`config.mk`:
```
export PLATFORM = sky130hd
export DESIGN_NAME = hrv_holdoff_reval
export DESIGN_NICKNAME = d
export VERILOG_FILES = /design/src/core/hrv_pkg.sv /design/src/core/hrv_reval_unit.sv /design/src/core/hrv_holdoff_reval.sv
export VERILOG_INCLUDE_DIRS = /design/src /design/src/core
export SDC_FILE = /design/constraint.sdc
export NUM_CORES = 1
export LEC_CHECK = 0
export BUFFER_PORTS_ARGS = -buffer_cell sky130_fd_sc_hd__buf_2
export CORE_MARGIN = 10
export CORE_UTILIZATION = 45
export CTS_CLUSTER_SIZE = 16
export DETAILED_ROUTE_END_ITERATION = 7
export GPL_TIMING_DRIVEN = 0
export PLACE_DENSITY = 0.74
export SYNTH_ARGS = -nofsm -noshare
export SYNTH_HDL_FRONTEND = slang
export SYNTH_HIERARCHICAL = 1
export SYNTH_SLANG_ARGS = --single-unit
```
`constraint.sdc`:
```
create_clock -name clk -period 2.6 [get_ports clk]
set_clock_uncertainty 0.05 [all_clocks]
set_input_delay 0.13 -clock clk [delete_from_list [all_inputs] [get_ports clk]]
set_output_delay 0.13 -clock clk [all_outputs]
set_load 0.02 [all_outputs]
```
`src/core/hrv_defs.svh`:
```
// Purpose: Constants for hold-off and revalidation timing
// Assumes: Single VCXO clock domain, 125 MHz
// Notes:   Offsets are not used; settings arrive on write strobes
`ifndef HRV_DEFS_SVH
`define HRV_DEFS_SVH

// Reset values of the settings
`define HRV_TBSEL_RST    2'h2
`define HRV_CNTSEL_RST   2'h2
`define HRV_PERIOD_RST   8'h80

// Prescaler width and wrap masks for 2^15, 2^16, 2^17
`define HRV_PRE_W        17
`define HRV_MASK_DIV15   17'h07fff
`define HRV_MASK_DIV16   17'h0ffff
`define HRV_MASK_DIV17   17'h1ffff

// Required valid periods per count code
`define HRV_REVAL_W      7
`define HRV_REVAL_2      7'h02
`define HRV_REVAL_16     7'h10
`define HRV_REVAL_32     7'h20
`define HRV_REVAL_64     7'h40

`endif

```
`src/core/hrv_pkg.sv`:
```
// Purpose: Types and decode functions for hold-off and revalidation
// Assumes: hrv_defs.svh on the include path
// Notes:   The top uses the mask decoder; the per-input unit uses the count decoder
`include "hrv_defs.svh"

package hrv_pkg;

  // Hold-off timebase codes; code 3 is undefined and acts as 2^17
  typedef enum logic [1:0] {
    HRV_TB_DIV15 = 2'h0,
    HRV_TB_DIV16 = 2'h1,
    HRV_TB_DIV17 = 2'h2,
    HRV_TB_RSVD  = 2'h3
  } hrv_tbsel_t;

  // Revalidation count codes
  typedef enum logic [1:0] {
    HRV_CS_2  = 2'h0,
    HRV_CS_16 = 2'h1,
    HRV_CS_32 = 2'h2,
    HRV_CS_64 = 2'h3
  } hrv_cntsel_t;

  // Hold-off sequencer states
  typedef enum logic {
    HRV_HO_IDLE  = 1'b0,
    HRV_HO_COUNT = 1'b1
  } hrv_hostate_t;

  // Prescaler wrap mask for a timebase code
  function automatic logic [`HRV_PRE_W-1:0] hrv_tick_mask(hrv_tbsel_t s);
    unique case (s)
      HRV_TB_DIV15: hrv_tick_mask = `HRV_MASK_DIV15;
      HRV_TB_DIV16: hrv_tick_mask = `HRV_MASK_DIV16;
      HRV_TB_DIV17: hrv_tick_mask = `HRV_MASK_DIV17;
      HRV_TB_RSVD:  hrv_tick_mask = `HRV_MASK_DIV17;
    endcase
  endfunction : hrv_tick_mask

  // Required valid periods for a count code
  function automatic logic [`HRV_REVAL_W-1:0] hrv_reval_len(hrv_cntsel_t s);
    unique case (s)
      HRV_CS_2:  hrv_reval_len = `HRV_REVAL_2;
      HRV_CS_16: hrv_reval_len = `HRV_REVAL_16;
      HRV_CS_32: hrv_reval_len = `HRV_REVAL_32;
      HRV_CS_64: hrv_reval_len = `HRV_REVAL_64;
    endcase
  endfunction : hrv_reval_len

endpackage : hrv_pkg

```
`src/core/hrv_reval_unit.sv`:
```
// Purpose: Revalidation counter and signal-loss flag for one input
// Assumes: Period events are one-cycle pulses synchronous to clk
// Notes:   A miss wins over a valid period in the same cycle
`timescale 1ns/1ns
`default_nettype none
`include "hrv_defs.svh"

module hrv_reval_unit (
  // Clock and reset
  input  wire logic                     clk,
  input  wire logic                     arst_n,
  // Setting
  input  wire hrv_pkg::hrv_cntsel_t     countSel,
  // Input events
  input  wire logic                     lossEvent,
  input  wire logic                     validPeriod,
  input  wire logic                     missedPeriod,
  // Status
  output var  logic                     signalLossFlag,
  output var  logic [`HRV_REVAL_W-1:0]  revalCount
);
  import hrv_pkg::*;

  logic [`HRV_REVAL_W-1:0] cnt_q;
  logic                    flag_q;

  // Counter: a new loss always wins, so a loss in the zero cycle keeps flag
  always_ff @(posedge clk or negedge arst_n) begin
    if (!arst_n) begin
      cnt_q <= '0;
    end else if (lossEvent) begin
      cnt_q <= hrv_reval_len(countSel);
    end else if (flag_q && missedPeriod) begin
      cnt_q <= hrv_reval_len(countSel);
    end else if (flag_q && validPeriod && cnt_q != '0) begin
      cnt_q <= cnt_q - `HRV_REVAL_W'(1);
    end
  end

  // Flag: set on loss, cleared as the count steps from one to zero
  always_ff @(posedge clk or negedge arst_n) begin
    if (!arst_n) begin
      flag_q <= 1'b0;
    end else if (lossEvent) begin
      flag_q <= 1'b1;
    end else if (flag_q && !missedPeriod && validPeriod
                 && cnt_q == `HRV_REVAL_W'(1)) begin
      flag_q <= 1'b0;
    end
  end

  assign signalLossFlag = flag_q;
  assign revalCount     = cnt_q;

  property p_load;
    @(posedge clk) disable iff (!arst_n)
    lossEvent |=> flag_q && cnt_q == hrv_reval_len($past(countSel));
  endproperty
  a_load: assert property (p_load) else $error("load on loss wrong");

  property p_dec;
    @(posedge clk) disable iff (!arst_n)
    flag_q && !lossEvent && !missedPeriod && validPeriod
      && cnt_q > `HRV_REVAL_W'(1)
      |=> flag_q && cnt_q == $past(cnt_q) - `HRV_REVAL_W'(1);
  endproperty
  a_dec: assert property (p_dec) else $error("no decrement");

  property p_reload;
    @(posedge clk) disable iff (!arst_n)
    flag_q && !lossEvent && missedPeriod
      |=> cnt_q == hrv_reval_len($past(countSel));
  endproperty
  a_reload: assert property (p_reload) else $error("no reload on miss");

  property p_clear;
    @(posedge clk) disable iff (!arst_n)
    flag_q && !lossEvent && !missedPeriod && validPeriod
      && cnt_q == `HRV_REVAL_W'(1) |=> !flag_q && cnt_q == '0;
  endproperty
  a_clear: assert property (p_clear) else $error("flag not cleared");

  property p_min;
    @(posedge clk) disable iff (!arst_n)
    $rose(flag_q) |-> cnt_q >= `HRV_REVAL_2;
  endproperty
  a_min: assert property (p_min) else $error("count below minimum");

endmodule : hrv_reval_unit
`default_nettype wire

```
`src/core/hrv_holdoff_reval.sv`:
```
// Purpose: Hold-off prescaler, hold-off counter and input revalidation
// Assumes: clk is the VCXO clock; events are clk-synchronous pulses
// Notes:   Settings are written by strobe with one shared data byte
`timescale 1ns/1ns
`default_nettype none
`include "hrv_defs.svh"

module hrv_holdoff_reval (
  // Clock and reset
  input  wire logic                        clk,
  input  wire logic                        arst_n,
  // Setting writes
  input  wire logic                        wrTimebaseSel,
  input  wire logic                        wrCountSel,
  input  wire logic                        wrPeriodCount,
  input  wire logic [7:0]                  wrData,
  // Setting readback
  output var  hrv_pkg::hrv_tbsel_t         holdoffTimebaseSelect,
  output var  hrv_pkg::hrv_cntsel_t        revalidationCountSelect,
  output var  logic [7:0]                  holdoffPeriodCount,
  // Reference input events, one bit per input
  input  wire logic [1:0]                  lossEvent,
  input  wire logic [1:0]                  validPeriod,
  input  wire logic [1:0]                  missedPeriod,
  // Revalidation status
  output var  logic [1:0]                  signalLossFlag,
  output var  logic [1:0][`HRV_REVAL_W-1:0] revalCount,
  // Hold-off status
  output var  logic                        holdoffTick,
  output var  logic                        holdoffActive,
  output var  logic [7:0]                  holdoffCount,
  output var  logic                        failoverSwitch
);
  import hrv_pkg::*;

  hrv_tbsel_t              tbSel_q;
  hrv_cntsel_t             cntSel_q;
  logic [7:0]              period_q;
  logic [`HRV_PRE_W-1:0]   pre_q;
  logic [`HRV_PRE_W-1:0]   tickMask;
  logic                    tick_q;
  hrv_hostate_t            hoState_q;
  logic [7:0]              hoCnt_q;
  logic                    failover_q;

  // Settings; the timebase defaults to 2^17 and the count to 32
  always_ff @(posedge clk or negedge arst_n) begin
    if (!arst_n) begin
      tbSel_q  <= hrv_tbsel_t'(`HRV_TBSEL_RST);
      cntSel_q <= hrv_cntsel_t'(`HRV_CNTSEL_RST);
      period_q <= `HRV_PERIOD_RST;
    end else begin
      if (wrTimebaseSel) begin
        tbSel_q <= hrv_tbsel_t'(wrData[1:0]);
      end
      if (wrCountSel) begin
        cntSel_q <= hrv_cntsel_t'(wrData[1:0]);
      end
      if (wrPeriodCount) begin
        period_q <= wrData;
      end
    end
  end

  // Free-running prescaler; never cleared so ticks stay evenly spaced
  always_ff @(posedge clk or negedge arst_n) begin
    if (!arst_n) begin
      pre_q <= '0;
    end else begin
      pre_q <= pre_q + `HRV_PRE_W'(1);
    end
  end

  // Wrap detect on the selected low bits gives one pulse per 2^N cycles
  assign tickMask = hrv_tick_mask(tbSel_q);

  always_ff @(posedge clk or negedge arst_n) begin
    if (!arst_n) begin
      tick_q <= 1'b0;
    end else begin
      tick_q <= (pre_q & tickMask) == tickMask;
    end
  end

  // Sequencer runs while any input is still failed
  always_ff @(posedge clk or negedge arst_n) begin
    if (!arst_n) begin
      hoState_q <= HRV_HO_IDLE;
    end else begin
      unique case (hoState_q)
        HRV_HO_IDLE: begin
          if (|lossEvent) begin
            hoState_q <= HRV_HO_COUNT;
          end
        end
        HRV_HO_COUNT: begin
          if (signalLossFlag == 2'h0 && lossEvent == 2'h0) begin
            hoState_q <= HRV_HO_IDLE;
          end
        end
      endcase
    end
  end

  // Hold-off counter; a zero setting fails over on every tick
  always_ff @(posedge clk or negedge arst_n) begin
    if (!arst_n) begin
      hoCnt_q    <= `HRV_PERIOD_RST;
      failover_q <= 1'b0;
    end else begin
      failover_q <= 1'b0;
      if (hoState_q == HRV_HO_IDLE) begin
        hoCnt_q <= period_q;
      end else if (tick_q) begin
        if (hoCnt_q <= 8'h01) begin
          failover_q <= 1'b1;
          hoCnt_q    <= period_q;
        end else begin
          hoCnt_q <= hoCnt_q - 8'h01;
        end
      end
    end
  end

  // One revalidation unit per reference input
  for (genvar i = 0; i < 2; i++) begin : gInput
    hrv_reval_unit uUnit (
      .clk            (clk),
      .arst_n         (arst_n),
      .countSel       (cntSel_q),
      .lossEvent      (lossEvent[i]),
      .validPeriod    (validPeriod[i]),
      .missedPeriod   (missedPeriod[i]),
      .signalLossFlag (signalLossFlag[i]),
      .revalCount     (revalCount[i])
    );
  end

  assign holdoffTimebaseSelect   = tbSel_q;
  assign revalidationCountSelect = cntSel_q;
  assign holdoffPeriodCount      = period_q;
  assign holdoffTick             = tick_q;
  assign holdoffActive           = (hoState_q == HRV_HO_COUNT);
  assign holdoffCount            = hoCnt_q;
  assign failoverSwitch          = failover_q;

  // Helper: cycles since last tick, valid only with a steady timebase
  logic [`HRV_PRE_W:0] gap_q;
  logic                gapOk_q;
  hrv_tbsel_t          tbSelDly_q;

  // Delayed select; a tick launched under the old mask must not arm the check
  always_ff @(posedge clk or negedge arst_n) begin
    if (!arst_n) begin
      tbSelDly_q <= hrv_tbsel_t'(`HRV_TBSEL_RST);
    end else begin
      tbSelDly_q <= tbSel_q;
    end
  end

  always_ff @(posedge clk or negedge arst_n) begin
    if (!arst_n) begin
      gap_q   <= '0;
      gapOk_q <= 1'b0;
    end else begin
      gap_q   <= tick_q ? (`HRV_PRE_W+1)'(1) : gap_q + (`HRV_PRE_W+1)'(1);
      gapOk_q <= (wrTimebaseSel || tbSel_q != tbSelDly_q) ? 1'b0
                 : (tick_q ? 1'b1 : gapOk_q);
    end
  end

  property p_tick_period;
    @(posedge clk) disable iff (!arst_n)
    tick_q && gapOk_q && !wrTimebaseSel && !$past(wrTimebaseSel)
      |-> gap_q == {1'b0, tickMask} + (`HRV_PRE_W+1)'(1);
  endproperty
  a_tick_period: assert property (p_tick_period) else $error("tick spacing");

  property p_tick_pulse;
    @(posedge clk) disable iff (!arst_n)
    tick_q |=> !tick_q [*8];
  endproperty
  a_tick_pulse: assert property (p_tick_pulse) else $error("tick too long");

  property p_ho_start;
    @(posedge clk) disable iff (!arst_n)
    hoState_q == HRV_HO_IDLE && |lossEvent
      |=> hoState_q == HRV_HO_COUNT && hoCnt_q == $past(period_q);
  endproperty
  a_ho_start: assert property (p_ho_start) else $error("no hold-off start");

  property p_ho_dec;
    @(posedge clk) disable iff (!arst_n)
    hoState_q == HRV_HO_COUNT && tick_q && hoCnt_q > 8'h01
      |=> hoCnt_q == $past(hoCnt_q) - 8'h01 && !failover_q;
  endproperty
  a_ho_dec: assert property (p_ho_dec) else $error("no hold-off step");

  property p_ho_expire;
    @(posedge clk) disable iff (!arst_n)
    hoState_q == HRV_HO_COUNT && tick_q && hoCnt_q <= 8'h01
      |=> failover_q && hoCnt_q == $past(period_q) ##1 !failover_q;
  endproperty
  a_ho_expire: assert property (p_ho_expire) else $error("no failover");

  property p_ho_idle;
    @(posedge clk) disable iff (!arst_n)
    hoState_q == HRV_HO_IDLE |=> hoCnt_q == $past(period_q);
  endproperty
  a_ho_idle: assert property (p_ho_idle) else $error("idle load wrong");

  property p_fail_cause;
    @(posedge clk) disable iff (!arst_n)
    failover_q |-> $past(tick_q) && $past(hoState_q) == HRV_HO_COUNT
      && $past(hoCnt_q) <= 8'h01;
  endproperty
  a_fail_cause: assert property (p_fail_cause) else $error("stray failover");

  property p_count_write;
    @(posedge clk) disable iff (!arst_n)
    wrCountSel |=> cntSel_q == $past(wrData[1:0]);
  endproperty
  a_count_write: assert property (p_count_write) else $error("count sel write");

endmodule : hrv_holdoff_reval
`default_nettype wire

```
==> qor.yml, run 1 <==
drt:
  wl_per_cell_um: 15.3
  drt_wl_total_um: 6400
  dr.pass1.iters: 4
  drtIter0Drc: 85
  drc: 0
  vias: 2265
  drtAntennaViolNets: 0
  vias_per_cell: 5.42
critical_path:
  cp_data_required_time_ns: 2.76
  cp_top_family: "simple AND/OR/NAND/NOR gates"
  end_kind: "flip-flop"
  crit_type: "flip-flop to flip-flop"
  crit_buf_inv: 1
  cpPeakStageDelay_ns: 0.51
  crit_path_start_kind: "flip-flop"
  crit_slowest_cell: "or4_1"
  path_cells: "inv_1, ha_1, or3b_1, or4_1, or3_1, o211a_1"
  arrival_ns: 2.42
  crit_fanout: 7
pwr:
  total_power_mw: 1.87
  p_leak_nw: 1.56
  p_per_area_mw_per_mm2: 549
  peakVddDrop_v: 0.000286
global_routing:
  grt_max_degree: 57
  grt_pass1_wl_um: 11000
  grt_pass1_vias: 2298
  antenna_found_initial: 0
  grt.total_usage_pct: 13.2
  overflow: 0
layout:
  n_antenna_cell: 0
  stdcell_count: 418
  fin_area_mm2: 0.00340
  drive_above_1_share_pct: 27.1
  nets: 370
  areaGrowthSynthToFinish_pct: 18.9
sta:
  finalSetupViolCount: 0
  slew_viol_final: 0
  relSlewSlack_pct: 53.8
  finalHoldViolCount: 0
  hold_ws_ns: 0.00692
  rsz0062_at_grt: "no"
  tightestPinTransition_ns: 0.693
  post-route-period-util_pct: 87.0
  fmax_mhz: 442
  period_minus_slack_ns: 2.26
  setup-tns-final_ns: 0
yosys:
  ys_seq_area_share_pct: 49.2
  syn_nets: 300
  synth-async-reset-ratio_pct: 100
  yosysTopAreaCell: "dfrtp_1"
  ys.flop_type: "dfrtp_1"
  ys_ff_latch: 56
  avgSynthCellArea_um2: 10.5
  synth.top_cells.by_area: "dfrtp_1 (45%), mux2_2 (4.7%), xnor2_1 (4.6%), ha_1 (3.9%), dfstp_2 (3.7%)"
  synthDistinctLibCells: 45
  synth_warnings: 6
  synth_edf_count: 0
  synth.top_cell.area_share_pct: 45.5
  synth_cells: 272
  synth_area_mm2: 0.00286
clock_tree:
  clkTransAtPathRegs_ns: 0.11
  cts_setup_buffers: 0
  clock_latency_ns: 0.32
  cts-htree-levels: 2
  post_cts_resized: 0
  clock-sinks: 56
  clock-root-buffer: "clkbuf_8"
  numCtsBuffers: 5
  cts_tree: "yes"
  cts_buffer_depth: 2
place:
  portBuffers: 56
  placed_area_mm2: 0.00323
  gp_congestion: 0.878
  dpl.cell_count: 403
  dpl.hpwl_um: 4790
worst_hold_path:
  min_path_type: "input pin to flip-flop"
die:
  num_rows: 28
  ios: 58
  die_w_um: 99.7
  dieArea_mm2: 0.00995
  initial_core_util_pct: 47.2
  die_y_um: 99.7
  core-area_mm2: 0.00606
job:
  drv_cap: 0
status:
  status: "finished clean"
[cell usage in the layout (no fill, tap or decap), types with 3 or more instances in the layout]
| cell | n |
|---|---|
| buf_2 | 55 |
| dfrtp_1 | 52 |
| nor2_1 | 24 |
| nand3_1 | 15 |
| xnor2_1 | 15 |
| nand2_1 | 14 |
| o21ai_0 | 13 |
| inv_1 | 12 |
| mux2_2 | 12 |
| a21oi_1 | 11 |
| ha_1 | 9 |
| xor2_1 | 8 |
| dlygate4sd3_1 | 7 |
| or3_1 | 6 |
| or4_1 | 6 |
| nand4_1 | 5 |
| nand2b_1 | 5 |
| a31oi_1 | 5 |
| clkbuf_8 | 5 |
| nor3_1 | 4 |
| nor4_1 | 4 |
| a21o_2 | 4 |
| a211oi_1 | 4 |
| dfstp_2 | 4 |
| and3_1 | 3 |
| clkbuf_1 | 3 |
| nor2b_1 | 3 |
| o211ai_1 | 3 |
[registers in the layout, indices dropped and copies added, names as in the netlist]
name and flops:
failoverSwitch 1, holdoffTick 1, holdoffPeriodCount 8, gInput.uUnit/revalCount 14, holdoffActive 1, holdoffTimebaseSelect 2, holdoffCount 8, gInput.uUnit/signalLossFlag 2
revalidationCountSelect 2, pre_q 17
[cells in the mapped netlist (2+ instances only)]
cell type	number
a211oi_1	4
a22o_1	2
mux2_2	12
a21oi_1	11
nand4_1	5
a31oi_1	5
xnor2_1	15
nor4b_1	2
nor4_1	4
nand4b_1	2
a21o_2	4
o21ai_0	13
or4_1	6
and3_1	3
or3_1	6
nor2b_1	3
and4bb_2	2
nor3_1	4
nand4bb_1	2
dfstp_2	4
dfrtp_1	52
ha_1	9
inv_1	12
nand2_1	14
clkbuf_1	3
nor3_2	2
nor2_1	24
or4_4	2
xor2_1	8
o211ai_1	3
nand2b_1	5
nand3_1	15
nand3b_1	2
[worst reg2reg max path: stages, from the launching register on]
cell and delay (ns):
dfrtp_1 0.45, inv_1 0.10, ha_1 0.19, or3b_1 0.40, or4_1 0.51, or3_1 0.33
o211a_1 0.13
[per-stage QoR]
stage,utilization (%),setup slack [ns]
6_report,56.1,0.339
5_1_grt,56.1,0.244
4_1_cts,55.9,0.349
3_5_place_dp,53.4,0.382
3_3_place_gp,53.4,0.380
2_1_floorplan,-,0.413
[area by class of cell]
| type | instances | area [um^2] |
|---|---|---|
| timing repair buffer | 63 | 353 |
| inverter | 12 | 45.0 |
| sequential | 56 | 1410 |
| multi-input combinational | 201 | 1400 |
| buffer | 3 | 11.3 |
| fill | 546 | 2660 |
| clock inverter | 3 | 23.8 |
| tap | 75 | 93.8 |
| clock buffer | 5 | 68.8 |
[timing repair]
action	4_1_cts	5_1_grt
hold buffers	6	1
hold endpoints to repair	7	52
endpoints found under the setup margin	0	0
[path summary, 6_finish.rpt]
path / end / startpoint / depth (start not counted) / slack, ns
max in group asynchronous: pre_q[11] / arst_n / 2 / 1.69
min reg2reg: pre_q[14] / pre_q[14] / 1 / 0.44
max reg2reg: holdoffCount[6] / holdoffCount[0] / 6 / 0.34
min: gInput[0].uUnit/signalLossFlag / lossEvent[0] / 2 / 0.007
max: holdoffCount[6] / holdoffCount[0] / 6 / 0.34
min in group asynchronous: pre_q[14] / arst_n / 2 / 0.35
[kinds of logic after synthesis]
group                    after synthesis  synth area share [%]
buffers and inverters                 15                  1.97
XOR/XNOR                              23                  7.04
AND/OR/NAND/NOR                      108                  22.0
AO/OA/AOI/OAI                         48                  10.8
flip-flops                            56                  49.2
multiplexers                          13                  5.07
adder cells (fa/ha/maj)                9                  3.94
[power by group]
part / switching [mW] / internal (mW) / leakage (nW)
combinational: 0.226 / 0.164 / 0.826
sequential: 0.0625 / 0.922 / 0.693
clock: 0.300 / 0.192 / 0.0404
[routing by layer]
| metal | vias up | part of all wire (%) | global-route usage (%) |
|---|---|---|---|
| li1 | 1130 | - | - |
| met1 | 1087 | 45 | 15.5 |
| met2 | 44 | 49 | 23.1 |
| met3 | 4 | 5.3 | 3.74 |
| met4 | 0 | 0.63 | 2.98 |
| met5 | - | 0 | 0 |
No activity file was read; power rests on OpenSTA's default activity.
==> inputs of run 2 (changes only) <==
- GPL_TIMING_DRIVEN: 0 -> 1
==> run 2 against run 1 <==
Clock-buffer cell count unchanged. First-iteration DRC count down 8.2%. Critical path depth unchanged. Sequential power barely moved. Wire length increased by 2.7%. Largest cell class unchanged. Highest routed layer unchanged.
==> qor.yml, run 2 (synthesized netlist as in run 1, its figures left out) <==
sta:
  finalHoldViolCount: 0
  fmax_mhz: 443
  finalSetupViolCount: 0
  hold_ws_ns: 0.0120
  period_minus_slack_ns: 2.26
  setup-tns-final_ns: 0
  rsz0062_at_grt: "no"
  tightestPinTransition_ns: 0.690
  slew_viol_final: 0
  worst_slack_ns: 0.342
  post-route-period-util_pct: 86.8
  relSlewSlack_pct: 54.0
place:
  dpl.cell_count: 402
  portBuffers: 57
  pre_cts_ws_ns: 0.384
  dpl.hpwl_um: 4870
  gp_congestion: 0.911
  placed_area_mm2: 0.00324
clock_tree:
  numCtsBuffers: 5
  clock-sinks: 56
  cts_buffer_depth: 2
  cts_tree: "yes"
  clock_latency_ns: 0.31
  clock-root-buffer: "clkbuf_8"
  post_cts_resized: 0
  cts-htree-levels: 2
  clkTransAtPathRegs_ns: 0.11
die:
  die_w_um: 99.7
  core-area_mm2: 0.00606
  dieArea_mm2: 0.00995
  num_rows: 28
  die_y_um: 99.7
  initial_core_util_pct: 47.2
  ios: 58
critical_path:
  r2r_slack_ns: 0.34
  r2r_cells: 6
  cp_data_required_time_ns: 2.77
  cp-startpoint: "holdoffCount[0]"
  crit_type: "flip-flop to flip-flop"
  crit_fanout: 7
  r2r-end: "holdoffCount[6]"
  end_kind: "flip-flop"
  arrival_ns: 2.42
  r2r_start: "holdoffCount[0]"
  crit_path_start_kind: "flip-flop"
worst_hold_path:
  min_from: "lossEvent[0]"
  timing.hold.worst_endpoint: "gInput[0].uUnit/signalLossFlag"
  holdPathStages: 2
  min_path_type: "input pin to flip-flop"
layout:
  fin_area_mm2: 0.00342
  mostFrequentLayoutCells: "buf_2 (57), dfrtp_1 (52), nor2_1 (24), nand3_1 (15), xnor2_1 (15)"
  stdcell_count: 417
  final_common_cell: "buf_2"
  n_antenna_cell: 0
  nets: 369
  utilization_pct: 56.4
  drive_above_1_share_pct: 27.8
  regMostFlops: "pre_q"
  largest_reg_flops: 17
  areaGrowthSynthToFinish_pct: 19.5
pwr:
  p_per_area_mw_per_mm2: 568
  total_power_mw: 1.94
  peakVddDrop_v: 0.000287
  p_leak_nw: 1.58
global_routing:
  grt_pass1_wl_um: 11000
  antenna_found_initial: 0
  overflow: 0
  grt_max_degree: 57
  grt_pass1_vias: 2283
  grt.total_usage_pct: 13.3
drt:
  drc: 0
  wl_per_cell_um: 15.7
  drt_wl_total_um: 6570
  drtIter0Drc: 78
  drtAntennaViolNets: 0
  dr.pass1.iters: 4
  vias: 2320
  vias_per_cell: 5.56
job:
  drv_cap: 0
status:
  status: "finished clean"
-- run 2: metal layers --
metal | share of wire, % | global-route usage [%] | wire length, um | up-vias
li1 | - | - | - | 1128
met1 | 45 | 15.7 | 2950 | 1140
met2 | 49 | 22.9 | 3220 | 41
met3 | 4.6 | 3.25 | 305 | 11
met4 | 1.4 | 4.41 | 95 | 0
met5 | 0 | 0 | 0 | -
-- run 2: how the worst max path moves through the flow --
stage,to,slack (ns),cells past startpoint
CTS,holdoffCount[6],0.35,6
floorplan,holdoffCount[6],0.41,6
finish,holdoffCount[6],0.34,6
global route,holdoffCount[6],0.29,6
detailed placement,holdoffCount[6],0.38,6
global placement,holdoffCount[6],0.44,6
-- run 2: what timing repair did --
action                    CTS  global route
hold endpoints to repair   57             1
hold buffers                6             1
setup buffers               0             0
-- run 2: final cells by class --
type / instances / area (um^2)
clock buffer: 5 / 68.8
clock inverter: 3 / 42.5
fill: 534 / 2640
inverter: 12 / 45.0
multi-input combinational: 201 / 1400
sequential: 56 / 1410
tap: 75 / 93.8
timing repair buffer: 65 / 363
-- run 2: critical path: stages (launching register included) --
cell     delay (ns)
dfrtp_1        0.45
inv_1          0.10
ha_1           0.18
or3b_1         0.38
or4_1          0.52
or3_1          0.34
o211a_1        0.13
-- run 2: power breakdown --
group | internal, mW | total [mW] | switching [mW] | leakage (nW)
Clock | 0.285 | 0.570 | 0.284 | 0.0541
Sequential | 0.922 | 0.987 | 0.0644 | 0.693
Combinational | 0.165 | 0.386 | 0.222 | 0.830
Total | 1.37 | 1.94 | 0.570 | 1.58
==> inputs of run 3 (changes only) <==
- CELL_PAD_IN_SITES_DETAIL_PLACEMENT: default -> 1
- CELL_PAD_IN_SITES_GLOBAL_PLACEMENT: default -> 1
- CORE_UTILIZATION: 45 -> 42
- PLACE_DENSITY: 0.74 -> 0.86
==> run 3 against run 2 <==
Hold slack better by 0.0096 ns. Largest cell class unchanged. Maximum frequency fell by 3.8%. First-iteration DRC count decreased by 19%. Cell area about the same. Clock-buffer cell count up 1. Total power shrank 2.9%. Die area increased by 5.7%. Via count up 1.8%. Highest routed layer unchanged. Core utilization down 5.5 points.
==> qor.yml, run 3 (synthesized netlist as in run 1, its figures left out) <==
status:
  status: "finished clean"
place:
  portBuffers: 57
  dpl.hpwl_um: 5530
  dpl.cell_count: 407
  gp_congestion: 0.886
  placed_area_mm2: 0.00324
layout:
  multi_input_area_mm2: 0.00140
  mostFrequentLayoutCells: "buf_2 (57), dfrtp_1 (52), nor2_1 (24), nand3_1 (15), xnor2_1 (15)"
  final_common_cell: "buf_2"
  regMostFlops: "pre_q"
  layout.area.seq_mm2: 0.00141
  fin_area_mm2: 0.00342
  areaGrowthSynthToFinish_pct: 19.6
  largest_reg_flops: 17
  drive_above_1_share_pct: 27.7
  n_antenna_cell: 0
  stdcell_count: 423
  nets: 370
  fillers: 769
sta:
  period_minus_slack_ns: 2.35
  tightestPinTransition_ns: 0.703
  setup-tns-final_ns: 0
  rsz0062_at_grt: "no"
  fmax_mhz: 426
  relSlewSlack_pct: 53.1
  slew_viol_final: 0
  post-route-period-util_pct: 90.3
  finalSetupViolCount: 0
  finalHoldViolCount: 0
drt:
  vias: 2361
  drtAntennaViolNets: 0
  drt_wl_total_um: 7260
  vias_per_cell: 5.58
  dr.pass1.iters: 4
  drc: 0
  drtIter0Drc: 63
  wl_per_cell_um: 17.2
clock_tree:
  clkTransAtPathRegs_ns: 0.10
  clock-root-buffer: "clkbuf_8"
  cts_buffer_depth: 2
  hold_buffers: 8
  numCtsBuffers: 5
  cts_tree: "yes"
  clock-sinks: 56
  cts_setup_buffers: 0
  clock_latency_ns: 0.31
  cts-htree-levels: 2
  post_cts_resized: 0
die:
  initial_core_util_pct: 42.6
  dieArea_mm2: 0.0105
  num_rows: 30
  ios: 58
  die_y_um: 103
  core-area_mm2: 0.00672
  die_w_um: 103
critical_path:
  cp_top_family: "simple AND/OR/NAND/NOR gates"
  cp_data_required_time_ns: 2.76
  crit_buf_inv: 1
  cpPeakStageDelay_ns: 0.53
  crit_slowest_cell: "or4_1"
  crit_path_start_kind: "flip-flop"
  r2r_slack_ns: 0.25
  crit_fanout: 7
  crit_type: "flip-flop to flip-flop"
  arrival_ns: 2.51
  end_kind: "flip-flop"
  path_cells: "inv_1, ha_1, or3b_1, or4_1, or3_1, o211a_1"
pwr:
  peakVddDrop_v: 0.000214
  total_power_mw: 1.89
  p_leak_nw: 1.57
  p_per_area_mw_per_mm2: 551
worst_hold_path:
  min_path_type: "input pin to flip-flop"
global_routing:
  grt_pass1_wl_um: 12000
  antenna_found_initial: 0
  overflow: 0
  grt.total_usage_pct: 14.1
  grt_pass1_vias: 2511
  grt_max_degree: 57
job:
  drv_cap: 0
## run 3: cell types whose count changed in the layout (fill, tap and decap cells not counted), sizes merged
| cell | before | now |
|---|---|---|
| dlygate4sd3 | 7 | 8 |
| clkinv | 1 | 0 |
| clkbuf | 5 | 6 |
| clkinvlp | 1 | 2 |
| bufinv | 1 | 0 |
## run 3: worst paths after layout
kind	startpoint	to	cells after the start
max	holdoffCount[0]	holdoffCount[6]	6
min	lossEvent[0]	gInput[0].uUnit/signalLossFlag	2
min in group asynchronous	arst_n	gInput[1].uUnit/revalCount[2]	3
max reg2reg	holdoffCount[0]	holdoffCount[6]	6
min reg2reg	pre_q[14]	pre_q[14]	1
max in group asynchronous	arst_n	pre_q[12]	3
## run 3: worst reg2reg max path: stages, from the launching register on
cell     delay, ns
dfrtp_1       0.47
inv_1         0.11
ha_1          0.20
or3b_1        0.42
or4_1         0.53
or3_1         0.33
o211a_1       0.13
## run 3: area by class of cell
| type | instances | area share (%) |
|---|---|---|
| inverters | 12 | 1.32 |
| multi-input cells | 201 | 40.9 |
| flip-flops and latches | 56 | 41.1 |
| repair buffers | 66 | 10.9 |
| clock buffers | 6 | 2.41 |
| well taps | 80 | 2.93 |
| clock inverters | 2 | 0.439 |
## run 3: through the flow
stage,hold WS (ns),setup slack (ns),util [%]
floorplan,-0.216,0.413,-
global placement,0.265,0.422,48.2
detailed placement,0.269,0.306,48.2
CTS,0.0112,0.252,50.9
global route,0.00369,0.135,50.9
finish,0.0216,0.253,50.9
## run 3: power breakdown
| part | total (mW) | switching, mW | internal, mW | leakage [nW] |
|---|---|---|---|---|
| registers | 0.987 | 0.0653 | 0.922 | 0.693 |
| clock network | 0.501 | 0.284 | 0.216 | 0.0434 |
| logic | 0.398 | 0.231 | 0.166 | 0.835 |
| total | 1.89 | 0.581 | 1.30 | 1.57 |
## run 3: layer usage
| metal | part of all wire, % | GRT usage [%] |
|---|---|---|
| met5 | 0 | 0 |
| met4 | 0.50 | 2.28 |
| met2 | 50 | 25.0 |
| met3 | 5.6 | 3.62 |
| met1 | 44 | 17.0 |
